$ cat src/hdl/qep_defines.svh
`ifndef QEP_DEFINES_SVH
`define QEP_DEFINES_SVH
// ----------------------------------------
// Mode codes
// ----------------------------------------
`define QEP_MODE_X2_INDEX 3'h4
`define QEP_MODE_X2_MATCH 3'h5
`define QEP_MODE_X4_INDEX 3'h6
`define QEP_MODE_X4_MATCH 3'h7
// ----------------------------------------
// Widths, reset values, filter timing
// ----------------------------------------
`define QEP_CNT_W 16
`define QEP_CNT_ALL_ONES 16'hffff
`define QEP_CNT_ZERO 16'h0000
`define QEP_CNT_ONE 16'h0001
`define QEP_FLT_STABLE 2'h3
`define QEP_FLT_ZERO 2'h0
`define QEP_FLT_ONE 2'h1
`define QEP_DIV_ZERO 8'h00
`define QEP_DIV_ONE 8'h01
`endif

$ cat src/hdl/qep_pkg.sv
package qep_pkg;
  // Decoder operating mode
  typedef enum logic [1:0] {
    QEP_OFF,
    QEP_X2,
    QEP_X4
  } qep_meas_type;
endpackage

$ cat src/hdl/qep_encoder.sv
`timescale 1ns/1ps
`include "qep_defines.svh"
// What this block does
// (RQ1) A leading B means positive direction
// (RQ2) Encoder pulses index with both phases low
// (RQ3) 16-bit counter steps by decoded direction
// (RQ4) Index modes: hit 0xFFFF/max+1 flags error
// (RQ5) Error disable bit suppresses error interrupt
// (RQ6) Keep counting after error, no wrap irq
// (RQ7) Error flag sticky until software clears
// (RQ8) Index reset enable resets counter on index
// (RQ9) Index interrupts in index modes, wrap never does
// (RQ10) Direction mirrored to read-only status bit
// (RQ11) Direction pin driven only when enabled
// (RQ12) Three-bit mode field selects mode, reset
// (RQ13) x2 counts phase A edges only
// (RQ14) x2: code 100 index, 101 match reset
// (RQ15) x4 counts edges of both phases
// (RQ16) x4: code 110 index, 111 match reset
// (RQ17) Filter output changes after three stable
// (RQ18) Filter clock divided by three-bit field
// (RQ19) Filtered inputs pass only when enabled
// (RQ20) Shared interrupt flag set, software clears
// (RQ21) Match mode: wrap to zero or max
module qep_encoder
  import qep_pkg::*;
#(
  parameter int CNT_W = `QEP_CNT_W
) (
  input wire logic clk_in,
  input wire logic rst_b_in,
  input wire logic phase_a_input_in,
  input wire logic phase_b_input_in,
  input wire logic index_input_in,
  input wire logic [2:0] encoder_mode_select_in,
  input wire logic index_reset_enable_in,
  input wire logic direction_output_enable_in,
  input wire logic [2:0] filter_clock_divide_in,
  input wire logic filter_output_enable_in,
  input wire logic count_error_irq_disable_in,
  input wire logic [CNT_W-1:0] max_count_in,
  input wire logic pos_write_in,
  input wire logic [CNT_W-1:0] pos_wdata_in,
  input wire logic count_error_clear_in,
  input wire logic encoder_irq_flag_clear_in,
  output logic [CNT_W-1:0] position_count_out,
  output logic count_error_flag_out,
  output logic count_direction_out,
  output logic encoder_irq_flag_out,
  output logic direction_pin_out,
  output logic direction_pin_oe_b_out
);

  // ----------------------------------------
  // Filter clock divider
  // ----------------------------------------
  logic [7:0] div_cnt_ff; // Divider count
  logic [7:0] div_lim; // Divide ratio minus one
  logic flt_tick; // One-cycle filter enable

  // Ratio 1,2,4..128 from the divide field
  assign div_lim = (`QEP_DIV_ONE << filter_clock_divide_in) - `QEP_DIV_ONE;
  assign flt_tick = (div_cnt_ff >= div_lim);

  // Free-running divider
  always_ff @(posedge clk_in) begin
    if (!rst_b_in) begin
      div_cnt_ff <= `QEP_DIV_ZERO;
    end else if (flt_tick) begin // [RQ18]
      div_cnt_ff <= `QEP_DIV_ZERO;
    end else begin
      div_cnt_ff <= div_cnt_ff + `QEP_DIV_ONE;
    end
  end

  // ----------------------------------------
  // Noise filters: A, B, index
  // ----------------------------------------
  logic [2:0] raw_in; // Raw pins
  logic [2:0] flt_ff; // Filtered levels
  logic [2:0] sel; // Levels seen by decoder

  assign raw_in = {index_input_in, phase_b_input_in, phase_a_input_in};

  genvar gi;
  generate
    for (gi = 0; gi < 3; gi++) begin : g_flt
      logic [1:0] stab_ff; // Consecutive stable ticks
      // Output follows only after three stable filter ticks
      always_ff @(posedge clk_in) begin
        if (!rst_b_in) begin
          stab_ff <= `QEP_FLT_ZERO;
          flt_ff[gi] <= raw_in[gi]; // Start at pin level, no false edge
        end else if (flt_tick) begin
          if (raw_in[gi] == flt_ff[gi]) begin
            stab_ff <= `QEP_FLT_ZERO;
          end else if (stab_ff == `QEP_FLT_STABLE - `QEP_FLT_ONE) begin // [RQ17]
            stab_ff <= `QEP_FLT_ZERO;
            flt_ff[gi] <= raw_in[gi];
          end else begin
            stab_ff <= stab_ff + `QEP_FLT_ONE;
          end
        end
      end
    end
  endgenerate

  // Bypass filter unless enabled
  assign sel = filter_output_enable_in ? flt_ff : raw_in; // [RQ19]

  // ----------------------------------------
  // Edge detect and direction decode
  // ----------------------------------------
  logic [2:0] prev_ff; // Previous levels
  logic a_edge; // Phase A toggled
  logic b_edge; // Phase B toggled
  logic idx_rise; // Index detected
  logic nxt_dir; // Decoded direction
  logic dir_ff; // Direction state
  qep_meas_type meas; // Active measurement mode

  assign a_edge = sel[0] ^ prev_ff[0];
  assign b_edge = sel[1] ^ prev_ff[1];
  assign idx_rise = sel[2] & ~prev_ff[2];

  // Mode decode from the three-bit field
  always_comb begin
    case (encoder_mode_select_in) // [RQ12]
      `QEP_MODE_X2_INDEX, `QEP_MODE_X2_MATCH: meas = QEP_X2;
      `QEP_MODE_X4_INDEX, `QEP_MODE_X4_MATCH: meas = QEP_X4;
      default: meas = QEP_OFF;
    endcase
  end

  // A leads B: A edge with A!=B, or B edge with A==B means up
  always_comb begin
    nxt_dir = dir_ff;
    if (a_edge && !b_edge) begin
      nxt_dir = sel[0] ^ sel[1]; // [RQ1]
    end else if (b_edge && !a_edge) begin
      nxt_dir = ~(sel[0] ^ sel[1]); // [RQ1]
    end
  end

  // Level history
  always_ff @(posedge clk_in) begin
    if (!rst_b_in) begin
      prev_ff <= sel; // Track pin level so release gives no false edge
    end else begin
      prev_ff <= sel;
    end
  end

  // Direction register
  always_ff @(posedge clk_in) begin
    if (!rst_b_in) begin
      dir_ff <= 1'b0;
    end else begin
      dir_ff <= nxt_dir;
    end
  end

  // ----------------------------------------
  // Count pulse and counter
  // ----------------------------------------
  logic step; // Count pulse
  logic idx_mode; // Index reset mode
  logic [CNT_W-1:0] pos_ff; // Position counter
  logic [CNT_W-1:0] nxt_pos;
  logic err_hit; // Error compare hit
  logic idx_evt; // Qualified index

  // x2 sees A only, x4 sees A and B
  assign step = (meas == QEP_X2) ? a_edge // [RQ13]
              : (meas == QEP_X4) ? (a_edge | b_edge) : 1'b0; // [RQ15]
  assign idx_mode = (encoder_mode_select_in == `QEP_MODE_X2_INDEX) ||
                    (encoder_mode_select_in == `QEP_MODE_X4_INDEX);
  assign idx_evt = idx_mode && idx_rise;
  // Error compare in index modes only
  assign err_hit = idx_mode && ((pos_ff == `QEP_CNT_ALL_ONES) ||
                   (pos_ff == max_count_in + `QEP_CNT_ONE)); // [RQ4]

  // Next position
  always_comb begin
    nxt_pos = pos_ff;
    if (idx_evt && index_reset_enable_in) begin
      nxt_pos = `QEP_CNT_ZERO; // [RQ8] [RQ14] [RQ16]
    end else if (step) begin
      if (idx_mode) begin
        // Natural wrap, no interrupt
        nxt_pos = nxt_dir ? pos_ff + `QEP_CNT_ONE : pos_ff - `QEP_CNT_ONE; // [RQ3] [RQ6]
      end else if (nxt_dir) begin
        nxt_pos = (pos_ff == max_count_in) ? `QEP_CNT_ZERO : pos_ff + `QEP_CNT_ONE; // [RQ21]
      end else begin
        nxt_pos = (pos_ff == `QEP_CNT_ZERO) ? max_count_in : pos_ff - `QEP_CNT_ONE; // [RQ21]
      end
    end
  end

  // Position register, software write wins
  always_ff @(posedge clk_in) begin
    if (!rst_b_in) begin
      pos_ff <= `QEP_CNT_ZERO;
    end else if (pos_write_in) begin
      pos_ff <= pos_wdata_in;
    end else begin
      pos_ff <= nxt_pos;
    end
  end

  // ----------------------------------------
  // Flags
  // ----------------------------------------
  logic err_ff; // Count error flag
  logic irq_ff; // Shared interrupt flag
  logic irq_evt; // Any interrupt event
  logic err_new; // Fresh error

  assign err_new = err_hit && !err_ff;
  assign irq_evt = idx_evt || (err_new && !count_error_irq_disable_in); // [RQ5] [RQ9]

  // Sticky error flag, set beats clear
  always_ff @(posedge clk_in) begin
    if (!rst_b_in) begin
      err_ff <= 1'b0;
    end else if (err_hit) begin
      err_ff <= 1'b1; // [RQ4]
    end else if (count_error_clear_in) begin
      err_ff <= 1'b0; // [RQ7]
    end
  end

  // Shared interrupt flag, set beats clear
  always_ff @(posedge clk_in) begin
    if (!rst_b_in) begin
      irq_ff <= 1'b0;
    end else if (irq_evt) begin
      irq_ff <= 1'b1; // [RQ20]
    end else if (encoder_irq_flag_clear_in) begin
      irq_ff <= 1'b0;
    end
  end

  // ----------------------------------------
  // Outputs
  // ----------------------------------------
  assign position_count_out = pos_ff;
  assign count_error_flag_out = err_ff;
  assign count_direction_out = dir_ff; // [RQ10]
  assign encoder_irq_flag_out = irq_ff;
  assign direction_pin_out = dir_ff;
  assign direction_pin_oe_b_out = ~direction_output_enable_in; // [RQ11]
endmodule // qep_encoder

$ cat config.mk
export PLATFORM = sky130hd
export DESIGN_NAME = qep_encoder
export DESIGN_NICKNAME = d
export VERILOG_FILES = /design/src/hdl/qep_pkg.sv /design/src/hdl/qep_encoder.sv
export VERILOG_INCLUDE_DIRS = /design/src /design/src/hdl
export SDC_FILE = /design/constraint.sdc
export NUM_CORES = 1
export LEC_CHECK = 0
export BUFFER_PORTS_ARGS = -buffer_cell sky130_fd_sc_hd__buf_2
export CAP_MARGIN = 10
export CELL_PAD_IN_SITES_DETAIL_PLACEMENT = 1
export CELL_PAD_IN_SITES_GLOBAL_PLACEMENT = 2
export CORE_MARGIN = 5
export CORE_UTILIZATION = 35
export DETAILED_ROUTE_END_ITERATION = 12
export MAX_ROUTING_LAYER = met4
export PLACE_DENSITY_LB_ADDON = 0.1
export SLEW_MARGIN = 10
export SYNTH_ARGS = -nofsm -noshare
export SYNTH_HDL_FRONTEND = slang
export SYNTH_SLANG_ARGS = --single-unit
export TNS_END_PERCENT = 100
$ cat constraint.sdc
create_clock -name clk_in -period 4.1 [get_ports clk_in]
set_input_delay 0.41 -clock clk_in [delete_from_list [all_inputs] [get_ports clk_in]]
set_output_delay 0.41 -clock clk_in [all_outputs]
set_load 0.02 [all_outputs]
Word level (Yosys, flattened, before mapping)
Index checks and enable logic that the tools add are counted.
W data, S select, Z words.
{"block": "word_totals", "rom_bits": 0, "word_cells": 113, "regBits": 39, "output_inout_bits": 21, "latchBits": 0, "ramBits": 0, "input_bits": 50, "memories": 0}
{"block": "classes", "mul": 0, "reduce_logical": 24, "order_cmp": 1, "shift": 1, "n_bitwise": 9, "addsub": 8, "eq_ne": 22, "n_div": 0, "muxes": 36}
{"operator": "$mux W16", "count": 8}
{"operator": "$add A16 B1 Y16 const B", "count": 2}
{"operator": "$eq A16 B16 Y1", "count": 2}
{"operator": "$mux W1", "count": 20}
{"operator": "$eq A16 B16 Y1 const B", "count": 1}
{"operator": "$logic_not A16 Y1", "count": 1}
{"operator": "$sub A16 B1 Y16 const B", "count": 1}
{"operator": "$eq A3 B3 Y1 const B", "count": 4}
{"operator": "$mux W2", "count": 6}
{"operator": "$reduce_and A3 Y1", "count": 3}
{"operator": "$add A8 B1 Y8 const B", "count": 1}
{"operator": "$eq A2 B2 Y1 const B", "count": 4}
{"operator": "$ge A8 B8 Y1", "count": 1}
{"operator": "$ne A2 B1 Y1 const B", "count": 4}
{"operator": "$shl A1 B3 Y8 const A", "count": 1}
{"operator": "$sub A8 B1 Y8 const B", "count": 1}
{"operator": "$logic_and A1 B1 Y1", "count": 7}
{"operator": "$add A2 B1 Y2 const B", "count": 3}
{"operator": "$ne A2 B2 Y1 const B", "count": 3}
{"operator": "$reduce_or A2 Y1", "count": 3}
{"operator": "$logic_not A1 Y1", "count": 4}
{"operator": "$not A1 Y1", "count": 4}
{"operator": "$pmux W2 S2", "count": 1}
{"operator": "$reduce_bool A2 Y1", "count": 2}
{"operator": "other kinds (8)", "count": 14}

Depth between registers and ports, before layout
{"block": "depth", "depth_word": 11, "depth_mapped": 10, "depth_no_buf": 9}

Worst setup path after synthesis
OpenSTA, ideal clock, no wires.
{"block": "synth_timing", "kind": "input to register", "from": "input port filter_clock_divide_in[2]", "to": "register flt_ff[0] (enable)", "setup_slack_ps": 1732, "path_buffers": 0, "setup_time_ps": 257, "t_arrival_ps": 2111, "path_stages": 9, "required_time_ps": 3843, "cell_sequence": "or3_1 ha_1 nand2b_1 a21o_1 a21o_1 a21oi_1 o21ai_1 nand2_1 o21ai_1"}
{"block": "synth_between", "elab_chain_len": 5}
{"element": "start, declared", "line_no": "qep_encoder.sv:38", "rtl": "input wire logic [2:0] filter_clock_divide_in,"}
{"element": "$shl A1 B3 Y8 (no source line)"}
{"element": "$sub A8 B1 Y8 (no source line)"}
{"element": "$ge A8 B8 Y1", "line_no": "qep_encoder.sv:63", "rtl": "assign flt_tick = (div_cnt_ff >= div_lim);"}
{"element": "$ne A2 B1 Y1 (no source line)"}
{"element": "$reduce_and A3 Y1 (no source line)"}
{"element": "end signal, assigned by index", "line_no": "qep_encoder.sv:93", "rtl": "flt_ff[gi] <= raw_in[gi];"}
{"element": "end signal, assigned by index", "line_no": "qep_encoder.sv:99", "rtl": "flt_ff[gi] <= raw_in[gi];"}
{"element": "end, declared", "line_no": "qep_encoder.sv:80", "rtl": "logic [2:0] flt_ff;"}
Every way passes these cells.
A chain may end at the register's enable or synchronous reset.

Worst setup path in the final report
{"block": "layout_timing", "from": "register flt_ff[0]", "to": "register pos_ff[1] (netlist: position_count_out[1])"}
{"block": "layout_between", "elab_chain_len": 11}
{"element": "$mux W3 (*)", "line_no": "qep_encoder.sv:109", "rtl": "assign sel = filter_output_enable_in ? flt_ff : raw_in;"}
{"element": "$xor A1 B1 Y1", "line_no": "qep_encoder.sv:122", "rtl": "assign a_edge = sel[0] ^ prev_ff[0];"}
{"element": "$logic_not A1 Y1", "line_no": "qep_encoder.sv:140", "rtl": "end else if (b_edge && !a_edge) begin"}
{"element": "$logic_and A1 B1 Y1", "line_no": "qep_encoder.sv:140"}
{"element": "$mux W1", "line_no": "qep_encoder.sv:140"}
{"element": "$mux W1", "line_no": "qep_encoder.sv:138", "rtl": "if (a_edge && !b_edge) begin"}
{"element": "$mux W16 (on tied branches)"}
{"element": "$mux W16", "line_no": "qep_encoder.sv:189", "rtl": "if (idx_mode) begin"}
{"element": "$mux W16", "line_no": "qep_encoder.sv:188", "rtl": "end else if (step) begin"}
{"element": "$mux W16", "line_no": "qep_encoder.sv:186", "rtl": "if (idx_evt && index_reset_enable_in) begin"}
{"element": "$mux W16", "line_no": "qep_encoder.sv:204", "rtl": "end else if (pos_write_in) begin"}
{"element": "end signal, assigned", "line_no": "qep_encoder.sv:203", "rtl": "pos_ff <= `QEP_CNT_ZERO;"}
{"element": "end signal, assigned", "line_no": "qep_encoder.sv:205", "rtl": "pos_ff <= pos_wdata_in;"}
{"element": "end signal, assigned", "line_no": "qep_encoder.sv:207", "rtl": "pos_ff <= nxt_pos;"}
{"element": "end, declared", "line_no": "qep_encoder.sv:168", "rtl": "logic [CNT_W-1:0] pos_ff;"}
Every way passes the cells marked *; elsewhere a longest branch is shown, timed or not. The select of a mux whose other input is x is not followed.

==> qor.json <==
{
  "critical_path": {
    "criticalPathCategory": "flop to flop",
    "critical_path.max_fanout": 12,
    "crit_path_max_cell_delay_ns": 0.76,
    "critical-path-top-delay-family": "simple AND/OR/NAND/NOR gates",
    "worst_setup_path_end_kind": "flop",
    "worst_r2r_startpoint": "flt_ff[0]",
    "rrSetupSlack_ns": 1.21,
    "timing.critical_path.from": "flt_ff[0]",
    "crit_path_cell_trace": "mux2i_1 > xnor2_1 > maj3_1 > o31ai_2 > nor2_1 > a221oi_1 > a21oi_1",
    "cp-start-kind": "flop",
    "worst_r2r_endpoint": "position_count_out[1]",
    "reg2reg_depth": 7,
    "path_buf_inv": 0,
    "critical_path.slowest_cell": "nor2_1",
    "crit_required_ns": 4.32,
    "timing.critical_path.arrival_ns": 3.12
  },
  "finish": {
    "finish.utilization_pct": 40.7,
    "nFillCells": 1234,
    "diodes": 0,
    "fin_nets": 556,
    "layout_commonest_cell": "buf_2",
    "final_cell_mix": "70 x buf_2, 39 x nand2_1, 36 x nor2_1, 36 x dfxtp_1, 31 x xor2_1",
    "seqCellArea_um2": 811,
    "syn2layout_area_growth_pct": 13.7,
    "drive_above_1_share_pct": 19.6,
    "multi_input_comb_area_um2": 2470
  },
  "cts": {
    "ctsLongestPathBuffers": 2,
    "clock_insertion_delay_worst_skew_ns": 0.29,
    "htreeDepth": 2,
    "post_cts_resize_count": 0,
    "ctsHoldBuffers": 0,
    "cts.reportedPaths.clkPinSlew_ns": 0.08,
    "cts_tree": "yes",
    "cts.sink_count": 39,
    "cts_made_buffers": 5,
    "cts.repair_timing.setup_buffer_count": 0,
    "clock_tree.root_cell": "clkbuf_8"
  },
  "sta": {
    "layout_min_cycle_time_ns": 2.89,
    "tns_ns": 0,
    "timing_hold_violations_final": 0,
    "layout_worst_path_cycle_share_pct": 70.6,
    "slew-limit-headroom_pct": 37.4,
    "fmax_mhz": 345,
    "timing.final.max_slew_violations": 0,
    "worst_clock_skew_ns": 0.00857,
    "worstMarginPinSlew_ns": 0.936,
    "final-setup-viol-count": 0,
    "rsz_0062_raised_after_global_routing": "no"
  },
  "placement": {
    "gpl.final_weighted_congestion": 0.840,
    "dp.final_hpwl_um": 8570,
    "portBuffers": 70
  },
  "synth": {
    "synth.distinct_cells": 68,
    "mappedNetlistArea_um2": 3480,
    "synthArstFlopShare_pct": 0,
    "syn_nets": 506,
    "yosysWarningCount": 0,
    "synth.ff_latch_count": 39,
    "avgSynthCellArea_um2": 7.86,
    "synth_sequential_area_ratio_pct": 23.3,
    "synth_cells": 443,
    "number_of_synthesized_flops_with_an_enable_pin": 3,
    "dominantRegCellSynth": "dfxtp_1"
  },
  "min_path": {
    "min_path_cells": 1,
    "hold_path.class": "primary input to flop",
    "holdPathEnd": "flt_ff[0]",
    "hold_path.startpoint": "phase_a_input_in"
  },
  "global_routing": {
    "globalRouteMet1Util_pct": 26.1,
    "grt.total_usage_pct": 18.9,
    "gr-usage-met3_pct": 2.35,
    "aggregate_global_routing_overflow": 0,
    "largest_net_degree_at_the_start_of_global_routing": 41,
    "first_global_vias": 3485,
    "met2_usage_in_global_routing_pct": 29.0,
    "antenna_violations_before_repair": 0,
    "first_pass_grt_wire_length_um": 17600,
    "busiest_layer": "met2"
  },
  "die": {
    "initial_standard_cell_utilization_of_the_core_pct": 35.8,
    "coreArea_um2": 9730,
    "fp.dieH_um": 110,
    "floorplan.io_pins": 71,
    "chipWidth_um": 110,
    "die-area_um2": 12000,
    "num_rows": 36
  },
  "flow_run": {
    "maxCapViolCount": 0
  },
  "power_and_ir_drop": {
    "ir_worst_vdd_mv": 0.146,
    "power_per_cell_area_nw_per_um2": 314,
    "pleak_uw": 0.00168
  },
  "route": {
    "detail-route-antenna-nets": 0,
    "routed_wire_length_per_instance_um": 17.2,
    "drc": 0,
    "wirelength_um": 10800,
    "vias": 3421,
    "vias_per_cell": 5.46,
    "drt_first_iter_violations": 117,
    "drt-pass1-iter-count": 5
  },
  "outcome": {
    "run_status": "complete, no violations"
  }
}
[layer usage]
| metal | wire [µm] | vias up |
|---|---|---|
| met5 | 0 | - |
| met1 | 5450 | 1630 |
| li1 | - | 1702 |
| met2 | 4660 | 72 |
| met3 | 434 | 17 |
| met4 | 217 | 0 |
[worst register-to-register path, delay by kind of cell (launching register included)]
family,cells,cell delay (ns)
flops,1,0.41
fa+ha+maj,1,0.50
simple gates,1,0.76
xor+xnor,1,0.17
compound gates,3,0.63
mux,1,0.35
[worst max-delay path by stage]
stage	end	slack, ns	depth (start not counted)
2_1_floorplan	flt_ff[0]	1.73	9
3_3_place_gp	position_count_out[5]	1.17	8
3_5_place_dp	position_count_out[6]	1.05	8
4_1_cts	position_count_out[6]	1.23	7
5_1_grt	position_count_out[7]	0.91	7
6_report	position_count_out[1]	1.21	7
[through the flow]
stage	instances	hold slack (ns)	power [µW]	area (µm²)	setup WS [ns]
6_report	627	0.327	1240	3960	1.21
4_1_cts	627	0.315	1260	3960	1.23
3_5_place_dp	619	0.490	996	3870	1.05
3_3_place_gp	619	0.471	989	3870	1.17
2_1_floorplan	443	0.449	849	3480	1.73
5_1_grt	627	0.319	1340	3960	0.913
[registers in the layout, indices dropped and copies added (netlist names)]
signal	cells
div_cnt_ff	8
position_count_out	16
count_error_flag_out	1
flt_ff	3
encoder_irq_flag_out	1
g_flt.stab_ff	6
count_direction_out	1
prev_ff	3
[where the power goes]
part           switching, µW  leakage (µW)  internal [µW]
Combinational            295       0.00132            209
Clock                    140     0.0000412            119
Sequential              69.4      0.000325            413
Total                    504       0.00168            740
[kinds of logic after synthesis]
family | after synthesis | share of synthesized area, %
XOR/XNOR | 57 | 14.3
flip-flops | 39 | 23.3
adder cells (fa/ha/maj) | 14 | 4.96
multiplexers | 11 | 3.20
other | 1 | 0.108
AO/OA/AOI/OAI | 107 | 22.1
buffers and inverters | 44 | 5.64
AND/OR/NAND/NOR | 170 | 26.4
[area by class of cell]
type                            instances  area share (%)
Multi-Input combinational cell        360            62.5
Sequential cell                        39            20.5
Timing Repair Buffer                   72            9.23
Tap cell                              133            4.20
Clock buffer                            6            1.83
Inverter                               15            1.42
Clock inverter                          2           0.316
[synth_stat cells (all sizes together), types with 2 or more instances]
| cell | count | area (µm²) |
|---|---|---|
| nand2 | 39 | 146 |
| nor2 | 37 | 146 |
| dfxtp | 36 | 721 |
| xor2 | 31 | 272 |
| nand3 | 26 | 130 |
| o21ai | 26 | 130 |
| xnor2 | 26 | 228 |
| a21oi | 18 | 93.8 |
| buf | 15 | 87.6 |
| inv | 15 | 56.3 |
| clkbuf | 14 | 52.6 |
| ha | 13 | 163 |
| and3 | 10 | 62.6 |
| mux2i | 10 | 100 |
| a221oi | 9 | 91.3 |
| nand4 | 9 | 71.3 |
| o211ai | 9 | 67.6 |
| nor3 | 8 | 40.0 |
| o22ai | 7 | 43.8 |
| nor4 | 6 | 65.1 |
| a22o | 5 | 43.8 |
| and2 | 5 | 31.3 |
| or3 | 5 | 31.3 |
| a21o | 4 | 30.0 |
| nand2b | 4 | 25.0 |
| nor2b | 4 | 25.0 |
| a2111oi | 3 | 26.3 |
| a211o | 3 | 26.3 |
| a211oi | 3 | 32.5 |
| a21boi | 3 | 26.3 |
| and4 | 3 | 26.3 |
| edfxtp | 3 | 90.1 |
| nand3b | 3 | 22.5 |
| nand4b | 3 | 26.3 |
| nor3b | 3 | 22.5 |
| o211a | 3 | 30.0 |
| o21a | 3 | 22.5 |
| o221ai | 2 | 23.8 |
| o31ai | 2 | 20.0 |
| or2 | 2 | 15.0 |
| or4 | 2 | 18.8 |
(Power assumes the default switching activity.)
